[src/charge_ctl_pkg.sv]
package charge_ctl_pkg;

  // ----------------------------------------------------------------
  // Register map (byte addresses on the AXI4-Lite slave)
  // ----------------------------------------------------------------
  localparam logic [7:0] ADDR_VOLT_REQ = 8'h00; // Requested charging voltage, mV.
  localparam logic [7:0] ADDR_CURR_REQ = 8'h04; // Requested charging current, mA.
  localparam logic [7:0] ADDR_OPTION = 8'h08; // Option bits.
  localparam logic [7:0] ADDR_STATUS = 8'h0C; // Status word, read only.
  localparam logic [7:0] ADDR_VDAC = 8'h10; // Voltage DAC code, read only.
  localparam logic [7:0] ADDR_BATT = 8'h14; // Battery events, write only.

  // ----------------------------------------------------------------
  // Field positions
  // ----------------------------------------------------------------
  localparam int OPT_PULSED_DISABLE_BIT = 0; // Pulsed mode never entered.
  localparam int BATT_INSERT_BIT = 0; // Pulse: new battery inserted.
  localparam int ST_VOLT_CLAMPED_BIT = 0; // Voltage request clamped.
  localparam int ST_POWER_FAIL_BIT = 1; // Input power not qualified.
  localparam int ST_MAINS_BIT = 2; // Adapter detected.
  localparam int ST_PULSED_BIT = 3; // Pulsed low-current mode active.
  localparam int ST_WAKEUP_BIT = 4; // Wake-up charging active.
  localparam int ST_CONTROLLED_BIT = 5; // Controlled charging active.
  localparam int ST_IRANGE_LSB = 8; // Current-limit range code.
  localparam int ST_VRANGE_LSB = 12; // Voltage-limit range code.

  // ----------------------------------------------------------------
  // Electrical figures
  // ----------------------------------------------------------------
  localparam logic [15:0] VREF_MV = 16'd1184; // Reference offset, mV.
  localparam logic [15:0] VFLOOR_MV = 16'd2900; // Bottom of every voltage range.
  localparam logic [15:0] VSTEP_MV = 16'd16; // Voltage granularity.
  localparam logic [15:0] WAKE_MA = 16'd80; // Wake-up current.
  localparam logic [3:0] PULSE_PERIOD = 4'd8; // Pulse train period, cycles.
  localparam logic [3:0] PULSE_HIGH = 4'd1; // One-eighth duty.
  localparam int CLK_HZ = 10_000_000; // mclk rate.
  localparam int SLOW_BIT_MS = 45; // Slow modulator rate per bit.
  localparam int SLOW_BIT_CYCLES = SLOW_BIT_MS * (CLK_HZ / 1000);
  localparam logic [2:0] VOLT_RANGE_TOP = 3'd4; // Highest voltage range code.

  // Current ranges: short, 10k, 33k, open.
  typedef enum logic [1:0] {I_1023, I_2046, I_3068, I_4092} irange_type;

  // Full scale per current range, mA.
  localparam logic [15:0] IFS_MA [4] = '{16'd1023, 16'd2046, 16'd3068, 16'd4092};
  // Ceiling per voltage range, mV.
  localparam logic [15:0] VMAX_MV [5] =
    '{16'd8800, 16'd13104, 16'd17408, 16'd21712, 16'd28000};

  // Comparator bundle from the analog side.
  typedef struct packed {
    logic [2:0] current_limit_range_band; // One-hot band hits above short.
    logic current_limit_range_short; // Pin below lowest band.
    logic [3:0] vlim_band; // One-hot band hits above short.
    logic vlim_short; // Pin below lowest band.
    logic in_above_130; // Adapter input 130 mV over sense node.
    logic in_above_25; // Adapter input over sense node by 25 mV.
    logic in_above_neg25; // Adapter input above sense node less 25 mV.
    logic mains_high; // Adapter sense above threshold.
    logic mains_low; // Adapter sense below threshold less hysteresis.
  } comp_type;

  // Drive bundle towards the analog side.
  typedef struct packed {
    logic [15:0] vdac_code; // Voltage DAC code.
    logic idac_bit; // Current DAC output.
    logic fet_slow_off; // Input FET turned off slowly.
    logic fet_fast_off; // Input FET turned off quickly.
    logic charge_on; // Charging enabled.
  } drive_type;

endpackage

[src/delta_sigma.sv]
`timescale 1ns/1ns

// First-order modulator: bit density equals value / full_scale.
module delta_sigma
(
  input wire logic mclk,
  input wire logic reset_n,
  input wire logic step, // Advance one bit.
  input wire logic [15:0] value, // Numerator, already saturated.
  input wire logic [15:0] full_scale, // Denominator.
  output logic bit_q // Output bit, from a register.
);

  logic [16:0] acc_q; // Running error, below full_scale.
  logic [17:0] sum; // Error plus value.

  assign sum = {1'b0, acc_q} + {2'b00, value};

  // ----------------------------------------------------------------
  // Accumulator
  // ----------------------------------------------------------------
  // Reaching or passing full scale emits a one and removes full scale.
  always_ff @(posedge mclk or negedge reset_n)
  begin
    if (!reset_n)
    begin
      acc_q <= '0;
      bit_q <= 1'b0;
    end
    else if (step)
    begin
      if (sum >= {2'b00, full_scale})
      begin
        acc_q <= 17'(sum - {2'b00, full_scale});
        bit_q <= 1'b1;
      end
      else
      begin
        acc_q <= sum[16:0];
        bit_q <= 1'b0;
      end
    end
  end

endmodule // delta_sigma

[src/charge_limit_dac_control.sv]
// The register addresses and the AXI4-Lite slave port were chosen for this implementation.
`timescale 1ns/1ns

// Overview of operation
// Four current ranges from limit-pin decode.
// Current range caps current regardless of software.
// Five voltage ranges, 2900 mV floor, 16 mV.
// Voltage range caps voltage regardless of software.
// Voltage code equals request minus reference.
// Request below reference programs zero.
// Over ceiling programs ceiling, sets clamp flag.
// Delta-sigma density equals request over full scale.
// Below one sixteenth enters pulsed mode.
// Pulsed mode gates one-eighth duty train.
// Pulsed mode steps modulator every 45 ms.
// Disable option bit forbids pulsed mode.
// Wake-up forces 80 mA equivalent.
// Power qualification on enable pin and flag.
// Enable low until input 130 mV above.
// Under 25 mV slow off; under -25 fast.
// Mains pin and flag follow hysteretic comparator.
// Wake-up when new battery skips either write.
// Partner writes nonzero voltage and current.
// Range codes latched; gaps fall to lowest.
// Requests at full scale saturate density.
module charge_limit_dac_control
(
  input wire logic mclk,
  input wire logic reset_n,
  input wire charge_ctl_pkg::comp_type comp, // Analog comparator outputs.
  output charge_ctl_pkg::drive_type drive, // Analog drive.
  output logic charger_enable_pin, // Charger enable pin.
  output logic mains_detected_pin, // Adapter detected pin.
  input wire logic [7:0] s_axi_awaddr,
  input wire logic s_axi_awvalid,
  output logic s_axi_awready,
  input wire logic [31:0] s_axi_wdata,
  input wire logic [3:0] s_axi_wstrb,
  input wire logic s_axi_wvalid,
  output logic s_axi_wready,
  output logic [1:0] s_axi_bresp,
  output logic s_axi_bvalid,
  input wire logic s_axi_bready,
  input wire logic [7:0] s_axi_araddr,
  input wire logic s_axi_arvalid,
  output logic s_axi_arready,
  output logic [31:0] s_axi_rdata,
  output logic [1:0] s_axi_rresp,
  output logic s_axi_rvalid,
  input wire logic s_axi_rready
);

  // ----------------------------------------------------------------
  // Declarations
  // ----------------------------------------------------------------
  logic [15:0] volt_req_q; // Requested voltage, mV.
  logic [15:0] curr_req_q; // Requested current, mA.
  logic pulsed_mode_disable_q; // Option bit.
  logic volt_written_q; // Voltage written since insertion.
  logic curr_written_q; // Current written since insertion.
  logic wakeup_q; // Wake-up charging active.
  charge_ctl_pkg::irange_type irange_q; // Latched current range.
  logic [2:0] vrange_q; // Latched voltage range.
  logic mains_q; // Mains detected flag.
  logic qualified_q; // Input power qualified.
  logic fast_off_q; // Fast turn-off latched.
  logic volt_clamped_q; // Voltage clamp flag.
  logic [15:0] vdac_q; // Voltage DAC code.
  logic pulsed_q; // Pulsed low-current mode active.
  logic [3:0] pulse_cnt_q; // Pulse train phase.
  logic [22:0] slow_cnt_q; // Slow bit divider.
  logic slow_step; // Slow rate enable.
  logic ds_step; // Modulator advance.
  logic ds_bit; // Modulator output.
  logic idac_out; // Current DAC output after train gating.
  logic slow_off; // Slow input FET turn-off.
  logic charge_on; // Charging permitted.
  logic [15:0] ifs; // Selected full scale, mA.
  logic [15:0] vmax; // Selected ceiling, mV.
  logic [15:0] ds_value; // Modulator numerator.
  logic [15:0] vtarget; // Voltage after clamping.
  logic want_pulsed; // Pulsed mode wanted.
  logic controlled; // Controlled charging permitted.
  logic aw_hold_q; // Write address captured.
  logic w_hold_q; // Write data captured.
  logic [7:0] awaddr_q; // Captured write address.
  logic [31:0] wdata_q; // Captured write data.
  logic [3:0] wstrb_q; // Captured strobes.
  logic do_write; // Write commits this cycle.
  logic battery_insert; // Insertion event.
  logic [31:0] rdata_d; // Read mux.
  logic [1:0] rresp_d; // Read answer.

  localparam logic [22:0] SLOW_LAST = 23'(charge_ctl_pkg::SLOW_BIT_CYCLES - 1);

  // ----------------------------------------------------------------
  // Limit range latches
  // ----------------------------------------------------------------
  // Codes settle from the comparators; an in-between level falls back low.
  always_ff @(posedge mclk or negedge reset_n)
  begin
    if (!reset_n)
    begin
      irange_q <= charge_ctl_pkg::I_1023;
      vrange_q <= 3'd0;
    end
    else
    begin
      if (comp.current_limit_range_band[2])
        irange_q <= charge_ctl_pkg::I_4092;
      else if (comp.current_limit_range_band[1])
        irange_q <= charge_ctl_pkg::I_3068;
      else if (comp.current_limit_range_band[0])
        irange_q <= charge_ctl_pkg::I_2046;
      else
        irange_q <= charge_ctl_pkg::I_1023;
      if (comp.vlim_band[3])
        vrange_q <= charge_ctl_pkg::VOLT_RANGE_TOP;
      else if (comp.vlim_band[2])
        vrange_q <= 3'd3;
      else if (comp.vlim_band[1])
        vrange_q <= 3'd2;
      else if (comp.vlim_band[0])
        vrange_q <= 3'd1;
      else
        vrange_q <= 3'd0;
    end
  end

  assign ifs = charge_ctl_pkg::IFS_MA[irange_q];
  assign vmax = charge_ctl_pkg::VMAX_MV[vrange_q];

  // ----------------------------------------------------------------
  // AXI4-Lite write path
  // ----------------------------------------------------------------
  assign s_axi_awready = !aw_hold_q && !s_axi_bvalid;
  assign s_axi_wready = !w_hold_q && !s_axi_bvalid;
  assign do_write = aw_hold_q && w_hold_q && !s_axi_bvalid;

  // Address and data are caught independently, in either order.
  always_ff @(posedge mclk or negedge reset_n)
  begin
    if (!reset_n)
    begin
      aw_hold_q <= 1'b0;
      w_hold_q <= 1'b0;
      awaddr_q <= '0;
      wdata_q <= '0;
      wstrb_q <= '0;
      s_axi_bvalid <= 1'b0;
    end
    else
    begin
      if (s_axi_awvalid && s_axi_awready)
      begin
        aw_hold_q <= 1'b1;
        awaddr_q <= s_axi_awaddr;
      end
      if (s_axi_wvalid && s_axi_wready)
      begin
        w_hold_q <= 1'b1;
        wdata_q <= s_axi_wdata;
        wstrb_q <= s_axi_wstrb;
      end
      if (do_write)
      begin
        aw_hold_q <= 1'b0;
        w_hold_q <= 1'b0;
        s_axi_bvalid <= 1'b1;
      end
      else if (s_axi_bready)
        s_axi_bvalid <= 1'b0;
    end
  end

  // Unmapped addresses are acknowledged with a slave error.
  always_ff @(posedge mclk or negedge reset_n)
  begin
    if (!reset_n)
      s_axi_bresp <= 2'b00;
    else if (do_write)
      s_axi_bresp <= (awaddr_q == charge_ctl_pkg::ADDR_VOLT_REQ ||
                      awaddr_q == charge_ctl_pkg::ADDR_CURR_REQ ||
                      awaddr_q == charge_ctl_pkg::ADDR_OPTION ||
                      awaddr_q == charge_ctl_pkg::ADDR_BATT) ? 2'b00 : 2'b10;
  end

  assign battery_insert = do_write && awaddr_q == charge_ctl_pkg::ADDR_BATT &&
                          wstrb_q[0] && wdata_q[charge_ctl_pkg::BATT_INSERT_BIT];

  // ----------------------------------------------------------------
  // Request registers
  // ----------------------------------------------------------------
  // Requests are stored raw; limits apply downstream so they cannot be bypassed.
  always_ff @(posedge mclk or negedge reset_n)
  begin
    if (!reset_n)
    begin
      volt_req_q <= '0;
      curr_req_q <= '0;
      pulsed_mode_disable_q <= 1'b0;
    end
    else if (do_write)
    begin
      if (awaddr_q == charge_ctl_pkg::ADDR_VOLT_REQ)
      begin
        if (wstrb_q[0]) volt_req_q[7:0] <= wdata_q[7:0];
        if (wstrb_q[1]) volt_req_q[15:8] <= wdata_q[15:8];
      end
      if (awaddr_q == charge_ctl_pkg::ADDR_CURR_REQ)
      begin
        if (wstrb_q[0]) curr_req_q[7:0] <= wdata_q[7:0];
        if (wstrb_q[1]) curr_req_q[15:8] <= wdata_q[15:8];
      end
      if (awaddr_q == charge_ctl_pkg::ADDR_OPTION && wstrb_q[0])
        pulsed_mode_disable_q <= wdata_q[charge_ctl_pkg::OPT_PULSED_DISABLE_BIT];
    end
  end

  // ----------------------------------------------------------------
  // Wake-up tracking
  // ----------------------------------------------------------------
  // Insertion arms wake-up; writing both requests ends it.
  always_ff @(posedge mclk or negedge reset_n)
  begin
    if (!reset_n)
    begin
      volt_written_q <= 1'b0;
      curr_written_q <= 1'b0;
      wakeup_q <= 1'b0;
    end
    else if (battery_insert)
    begin
      volt_written_q <= 1'b0;
      curr_written_q <= 1'b0;
      wakeup_q <= 1'b1;
    end
    else
    begin
      if (do_write && awaddr_q == charge_ctl_pkg::ADDR_VOLT_REQ)
        volt_written_q <= 1'b1;
      if (do_write && awaddr_q == charge_ctl_pkg::ADDR_CURR_REQ)
        curr_written_q <= 1'b1;
      if (volt_written_q && curr_written_q)
        wakeup_q <= 1'b0;
    end
  end

  // Controlled charging needs both requests nonzero from the partner.
  assign controlled = !wakeup_q && volt_req_q != '0 && curr_req_q != '0;

  // ----------------------------------------------------------------
  // Input power qualification and mains detect
  // ----------------------------------------------------------------
  // Qualification is hysteretic: 130 mV to arm, below -25 mV to drop.
  always_ff @(posedge mclk or negedge reset_n)
  begin
    if (!reset_n)
    begin
      qualified_q <= 1'b0;
      fast_off_q <= 1'b0;
      mains_q <= 1'b0;
    end
    else
    begin
      if (!comp.in_above_neg25)
      begin
        qualified_q <= 1'b0;
        fast_off_q <= 1'b1;
      end
      else if (comp.in_above_130)
      begin
        qualified_q <= 1'b1;
        fast_off_q <= 1'b0;
      end
      if (comp.mains_high)
        mains_q <= 1'b1;
      else if (comp.mains_low)
        mains_q <= 1'b0;
    end
  end

  assign charger_enable_pin = qualified_q;
  assign mains_detected_pin = mains_q;
  assign slow_off = !fast_off_q && !comp.in_above_25;
  assign charge_on = qualified_q && mains_q && (wakeup_q || controlled);

  // ----------------------------------------------------------------
  // Voltage DAC
  // ----------------------------------------------------------------
  // Clamp to the range ceiling in hardware, then remove the reference.
  always_comb
  begin
    vtarget = volt_req_q;
    if (volt_req_q > vmax)
      vtarget = vmax;
  end

  always_ff @(posedge mclk or negedge reset_n)
  begin
    if (!reset_n)
    begin
      vdac_q <= '0;
      volt_clamped_q <= 1'b0;
    end
    else
    begin
      volt_clamped_q <= volt_req_q > vmax;
      if (volt_req_q < charge_ctl_pkg::VREF_MV)
        vdac_q <= '0;
      else
        vdac_q <= vtarget - charge_ctl_pkg::VREF_MV;
    end
  end

  // ----------------------------------------------------------------
  // Current DAC
  // ----------------------------------------------------------------
  // Wake-up overrides; otherwise saturate at full scale.
  always_comb
  begin
    if (wakeup_q)
      ds_value = charge_ctl_pkg::WAKE_MA;
    else if (curr_req_q >= ifs)
      ds_value = ifs;
    else
      ds_value = curr_req_q;
  end

  // Pulsed mode below one sixteenth, unless disabled or in wake-up.
  assign want_pulsed = !pulsed_mode_disable_q && !wakeup_q &&
                       {curr_req_q, 4'h0} < {4'h0, ifs};

  always_ff @(posedge mclk or negedge reset_n)
  begin
    if (!reset_n)
      pulsed_q <= 1'b0;
    else
      pulsed_q <= want_pulsed;
  end

  // Slow divider gives the pulsed-mode bit period.
  always_ff @(posedge mclk or negedge reset_n)
  begin
    if (!reset_n)
      slow_cnt_q <= '0;
    else if (!pulsed_q || slow_cnt_q == SLOW_LAST)
      slow_cnt_q <= '0;
    else
      slow_cnt_q <= slow_cnt_q + 23'd1;
  end

  assign slow_step = pulsed_q && slow_cnt_q == SLOW_LAST;

  // In pulsed mode the numerator is scaled by eight, since peak is one eighth.
  assign ds_step = pulsed_q ? slow_step : 1'b1;

  // High-frequency train phase, one-eighth duty.
  always_ff @(posedge mclk or negedge reset_n)
  begin
    if (!reset_n)
      pulse_cnt_q <= '0;
    else if (pulse_cnt_q == charge_ctl_pkg::PULSE_PERIOD - 4'd1)
      pulse_cnt_q <= '0;
    else
      pulse_cnt_q <= pulse_cnt_q + 4'd1;
  end

  delta_sigma u_mod
  (
    .mclk(mclk),
    .reset_n(reset_n),
    .step(ds_step),
    .value(pulsed_q ? {ds_value[12:0], 3'b000} : ds_value),
    .full_scale(ifs),
    .bit_q(ds_bit)
  );

  // Bitstream gates the train in pulsed mode.
  assign idac_out = pulsed_q ? (ds_bit && pulse_cnt_q < charge_ctl_pkg::PULSE_HIGH)
                             : ds_bit;

  // A single assignment drives the whole bundle, so no field has two drivers.
  assign drive = '{vdac_code: vdac_q, idac_bit: idac_out, fet_slow_off: slow_off,
                   fet_fast_off: fast_off_q, charge_on: charge_on};

  // ----------------------------------------------------------------
  // AXI4-Lite read path
  // ----------------------------------------------------------------
  always_comb
  begin
    rdata_d = '0;
    rresp_d = 2'b00;
    unique case (s_axi_araddr)
      charge_ctl_pkg::ADDR_VOLT_REQ: rdata_d[15:0] = volt_req_q;
      charge_ctl_pkg::ADDR_CURR_REQ: rdata_d[15:0] = curr_req_q;
      charge_ctl_pkg::ADDR_OPTION:
        rdata_d[charge_ctl_pkg::OPT_PULSED_DISABLE_BIT] = pulsed_mode_disable_q;
      charge_ctl_pkg::ADDR_STATUS:
      begin
        rdata_d[charge_ctl_pkg::ST_VOLT_CLAMPED_BIT] = volt_clamped_q;
        rdata_d[charge_ctl_pkg::ST_POWER_FAIL_BIT] = !qualified_q;
        rdata_d[charge_ctl_pkg::ST_MAINS_BIT] = mains_q;
        rdata_d[charge_ctl_pkg::ST_PULSED_BIT] = pulsed_q;
        rdata_d[charge_ctl_pkg::ST_WAKEUP_BIT] = wakeup_q;
        rdata_d[charge_ctl_pkg::ST_CONTROLLED_BIT] = controlled;
        rdata_d[charge_ctl_pkg::ST_IRANGE_LSB +: 2] = irange_q;
        rdata_d[charge_ctl_pkg::ST_VRANGE_LSB +: 3] = vrange_q;
      end
      charge_ctl_pkg::ADDR_VDAC: rdata_d[15:0] = vdac_q;
      default: rresp_d = 2'b10;
    endcase
  end

  assign s_axi_arready = !s_axi_rvalid;

  // Read answers one cycle after the address is taken.
  always_ff @(posedge mclk or negedge reset_n)
  begin
    if (!reset_n)
    begin
      s_axi_rvalid <= 1'b0;
      s_axi_rdata <= '0;
      s_axi_rresp <= 2'b00;
    end
    else if (s_axi_arvalid && s_axi_arready)
    begin
      s_axi_rvalid <= 1'b1;
      s_axi_rdata <= rdata_d;
      s_axi_rresp <= rresp_d;
    end
    else if (s_axi_rready)
      s_axi_rvalid <= 1'b0;
  end
endmodule // charge_limit_dac_control

[config.mk]
export PLATFORM = sky130hd
export DESIGN_NAME = charge_limit_dac_control
export DESIGN_NICKNAME = d
export VERILOG_FILES = /design/src/charge_ctl_pkg.sv /design/src/delta_sigma.sv /design/src/charge_limit_dac_control.sv
export SDC_FILE = /design/constraint.sdc
export NUM_CORES = 1
export LEC_CHECK = 0
export BUFFER_PORTS_ARGS = -buffer_cell sky130_fd_sc_hd__buf_2
export CAP_MARGIN = 30
export CORE_MARGIN = 2
export CORE_UTILIZATION = 42
export CTS_BUF_LIST = sky130_fd_sc_hd__clkbuf_2 sky130_fd_sc_hd__clkbuf_4 sky130_fd_sc_hd__clkbuf_8
export DETAILED_ROUTE_END_ITERATION = 8
export GPL_TIMING_DRIVEN = 0
export MAX_ROUTING_LAYER = met4
export SLEW_MARGIN = 20
export SYNTH_ARGS = -nofsm -noshare
export SYNTH_HDL_FRONTEND = slang
export SYNTH_HIERARCHICAL = 1
export SYNTH_SLANG_ARGS = --single-unit
[constraint.sdc]
create_clock -name mclk -period 7.6 [get_ports mclk]
set_input_delay 0.38 -clock mclk [delete_from_list [all_inputs] [get_ports mclk]]
set_output_delay 0.38 -clock mclk [all_outputs]
set_load 0.1 [all_outputs]
==> flow_summary.json <==
{
  "status": "finished, final reports clean",
  "final_common_cell": "dfrtp_1",
  "layout-drive-gt1-share_pct": 21.88,
  "peakVddDrop_v": 0.0003514,
  "gp_congestion": 0.8879,
  "post-cts-setup-buffers": 0,
  "multi_input_area_um2": 5250,
  "ys_top_cells_by_area": "dfrtp_1 41%, ha_1 7.1%, mux2_2 7.1%",
  "die_w_um": 154.6,
  "worstSetupEndpoint": "u_mod/acc_q[13]$_DFFE_PN0P_",
  "hp-class": "in2reg",
  "cts_tree": "done",
  "die-area_um2": 23890,
  "seq_area_um2": 3879,
  "die_h_um": 154.6,
  "wl_um": 23560,
  "maxSlewViolCount": 0,
  "grt_pass1_vias": 7389,
  "finalSetupViolCount": 0,
  "grt_antenna_before_repair": 0,
  "reg2reg_to": "u_mod/acc_q[13]$_DFFE_PN0P_",
  "final_cells": 1432,
  "ys_seq_elements": 155,
  "worstPathMaxFanout": 10,
  "cts_num_sinks": 155,
  "fill_cells": 2214,
  "row_count": 55,
  "ys.flop_type": "dfrtp_1",
  "numPortBuffers": 96,
  "ctsHoldBuffers": 1,
  "grt_max_degree": 80,
  "layout_common_cells": "155 x dfrtp_1, 109 x nor2_1, 101 x buf_2, 79 x a21oi_1, 67 x nand2_1",
  "cts_made_buffers": 17,
  "first_iter_violations": 623,
  "grt_pass1_wl_um": 38580,
  "dpl.cell_count": 1398,
  "worstSetupPathType": "reg2reg",
  "worst_pin_slew_ns": 0.9180,
  "p_leak_nw": 5.377,
  "drtAntennaViolNets": 0,
  "finalHoldViolCount": 0,
  "cts.reportedPaths.clkPinSlew_ns": 0.10,
  "h-tree-depth": 4,
  "layout_setup_ws_ns": 1.086,
  "clockBufferDepth": 2,
  "r2r_start": "irange_q[1]$_DFF_PN0_",
  "async_flop_share_pct": 100.0,
  "crit_chain": "inv_1 -> ha_1 -> nand4_1 -> o41ai_2 -> nor2_1 -> nor3_1 -> ha_1 -> and3_1 -> a221oi_1 -> nor2b_1 -> o21bai_1 -> a21oi_1 -> xnor2_1 -> ha_1 -> and4_1 -> a21boi_1 -> o31ai_2 -> a31oi_2 -> nor2b_2 -> o21a_1 -> buf_6 -> buf_12 -> mux2i_1 -> a21oi_1",
  "synthXorXnorAreaFrac_pct": 4.692,
  "ys_seq_area_share_pct": 40.74,
  "cpPeakStageDelay_ns": 0.85,
  "cp-end-kind": "flip-flop",
  "syn_to_final_growth_pct": 14.79,
  "cpMostUsedCell": "ha_1",
  "period_minus_slack_ns": 6.514,
  "powerDensity_nw_per_um2": 409.2,
  "synth-simple-area-share_pct": 15.97,
  "clk_latency_ns": 0.48,
  "core_um2": 22430,
  "dp_slack_ns": 1.233,
  "final_util_pct": 48.71,
  "max_slew_margin_pct": 38.13,
  "cap_violations": 0,
  "rsz0062_at_grt": "false",
  "vias": 7667,
  "critPathLaunch": "irange_q[1]$_DFF_PN0_",
  "reg2regPathDepth": 24,
  "postCtsResizedCells": 0,
  "synth_compound_area_share_pct": 14.76,
  "synth_fa_ha_area_share_pct": 7.517,
  "fin_tns_setup_ns": 0,
  "reg2reg_slack_ns": 1.09,
  "overflow": 0,
  "synth_edf_count": 0,
  "arrival_ns": 6.84,
  "syn_area_um2": 9520,
  "grt_use_total_pct": 21.04,
  "power_mw": 4.472,
  "slowest_stage": "o41ai_2",
  "cp-start-kind": "flip-flop",
  "nNetsFinal": 1263,
  "yosysTopAreaCell": "dfrtp_1",
  "synth_top_area_share_pct": 40.74,
  "muxShareOfSynthArea_pct": 10.99,
  "dr.pass1.iters": 6,
  "io_pins": 136,
  "synthCells": 987,
  "fmax_mhz": 153.5,
  "wl_per_cell_um": 16.46,
  "route.detailed.drc": 0,
  "n_antenna_cell": 0,
  "syn-mean-instance-area_um2": 9.646,
  "start_util_pct": 42.44,
  "synth_top_family_by_area": "simple AND/OR/NAND/NOR gates",
  "synth_cell_types": 80,
  "finalCritPeriodShare_pct": 85.71,
  "crit_required_ns": 7.93,
  "yosysWarnings": 6,
  "fin_skew_ns": 0.02017,
  "dp_hpwl_um": 18090,
  "cts_root_buf": "clkbuf_8",
  "viasPerCell": 5.354
}
critical path, delay by kind of cell (launching register included):
family | cells | cell delay (ns)
xor+xnor | 1 | 0.12
simple gates | 7 | 1.33
compound gates | 9 | 2.44
mux | 1 | 0.24
flops | 1 | 0.59
fa+ha+maj | 3 | 1.03
buf+inv | 3 | 0.57
logic make-up after synthesis:
logic type | count (synthesis)
AND/OR/NAND/NOR | 310
flip-flops | 155
XOR/XNOR | 51
adder cells (fa/ha/maj) | 56
AO/OA/AOI/OAI | 214
multiplexers | 97
buffers and inverters | 102
other | 2
layer usage:
metal	part of all wire [%]	track usage, %
met2	46	31.93
met3	5.0	4.343
met5	0	-
met1	48	28.89
met4	1.2	5.379
cell type report:
cell class	count	share of cell area (%)
clock inverters	15	1.557
inverters	55	1.889
multi-input cells	759	48.04
well taps	285	3.263
flip-flops and latches	155	35.49
clock buffers	17	2.141
plain buffers	47	2.691
repair buffers	99	4.923
per-stage QoR:
step	instance area (um^2)	hold WS (ns)
5_1_grt	10930	0.02905
4_1_cts	10920	0.004585
3_5_place_dp	10500	0.3945
3_3_place_gp	10470	0.4590
2_1_floorplan	9629	0.08441
6_report	10930	0.06121
report_power, final:
part	internal (mW)	total (mW)	switching, mW
sequential	1.01	1.18	0.176
combinational	1.11	2.66	1.55
clock	0.252	0.631	0.379
how the worst min path moves through the flow:
stage                                startpoint                           to  slack (ns)  cells after the start
floorplan                               reset_n        aw_hold_q$_DFFE_PN0P_        0.08                      0
global placement    s_axi_rdata[10]$_DFFE_PN0P_  s_axi_rdata[10]$_DFFE_PN0P_        0.46                      2
detailed placement                      reset_n      wdata_q[13]$_DFFE_PN0P_        0.39                      1
CTS                                     comp[9]        vrange_q[2]$_DFF_PN0_       0.005                      1
global route                       s_axi_bready     s_axi_bvalid$_DFFE_PN0P_        0.03                      2
finish                             s_axi_bready     s_axi_bvalid$_DFFE_PN0P_        0.06                      2
registers in the layout, indices dropped and copies added (netlist names), 2 cells and up:
register     flops
curr_req_q      16
awaddr_q         8
u_mod/acc_q     17
vrange_q         3
wstrb_q          2
s_axi_rdata     16
pulse_cnt_q      4
volt_req_q      16
irange_q         2
wdata_q         16
vdac_q          16
slow_cnt_q      23
cell usage after synthesis, types with 3 or more instances:
cell type and count:
a221oi_1 4, o22ai_1 7, nand3_1 23, a21o_1 15, a21oi_1 79, clkbuf_1 15, dfrtp_1 155, nand2_2 4
and4_1 4, nand2b_1 7, or4_1 5, or2_2 6, nor2_1 109, and3_1 8, buf_4 23, nor4_1 8
nor3_1 19, buf_2 6, inv_1 53, o31ai_1 4, mux2_2 60, ha_1 54, o211ai_1 6, xnor2_1 26
mux2i_1 37, nand2_1 67, and2_1 10, a211oi_1 8, nor2b_1 3, o21a_1 5, a31oi_1 7, a21boi_0 4
o21ai_0 42, or3_1 10, nand4_1 12, xor2_1 25
Note: power is estimated with default switching activity, not from simulation.
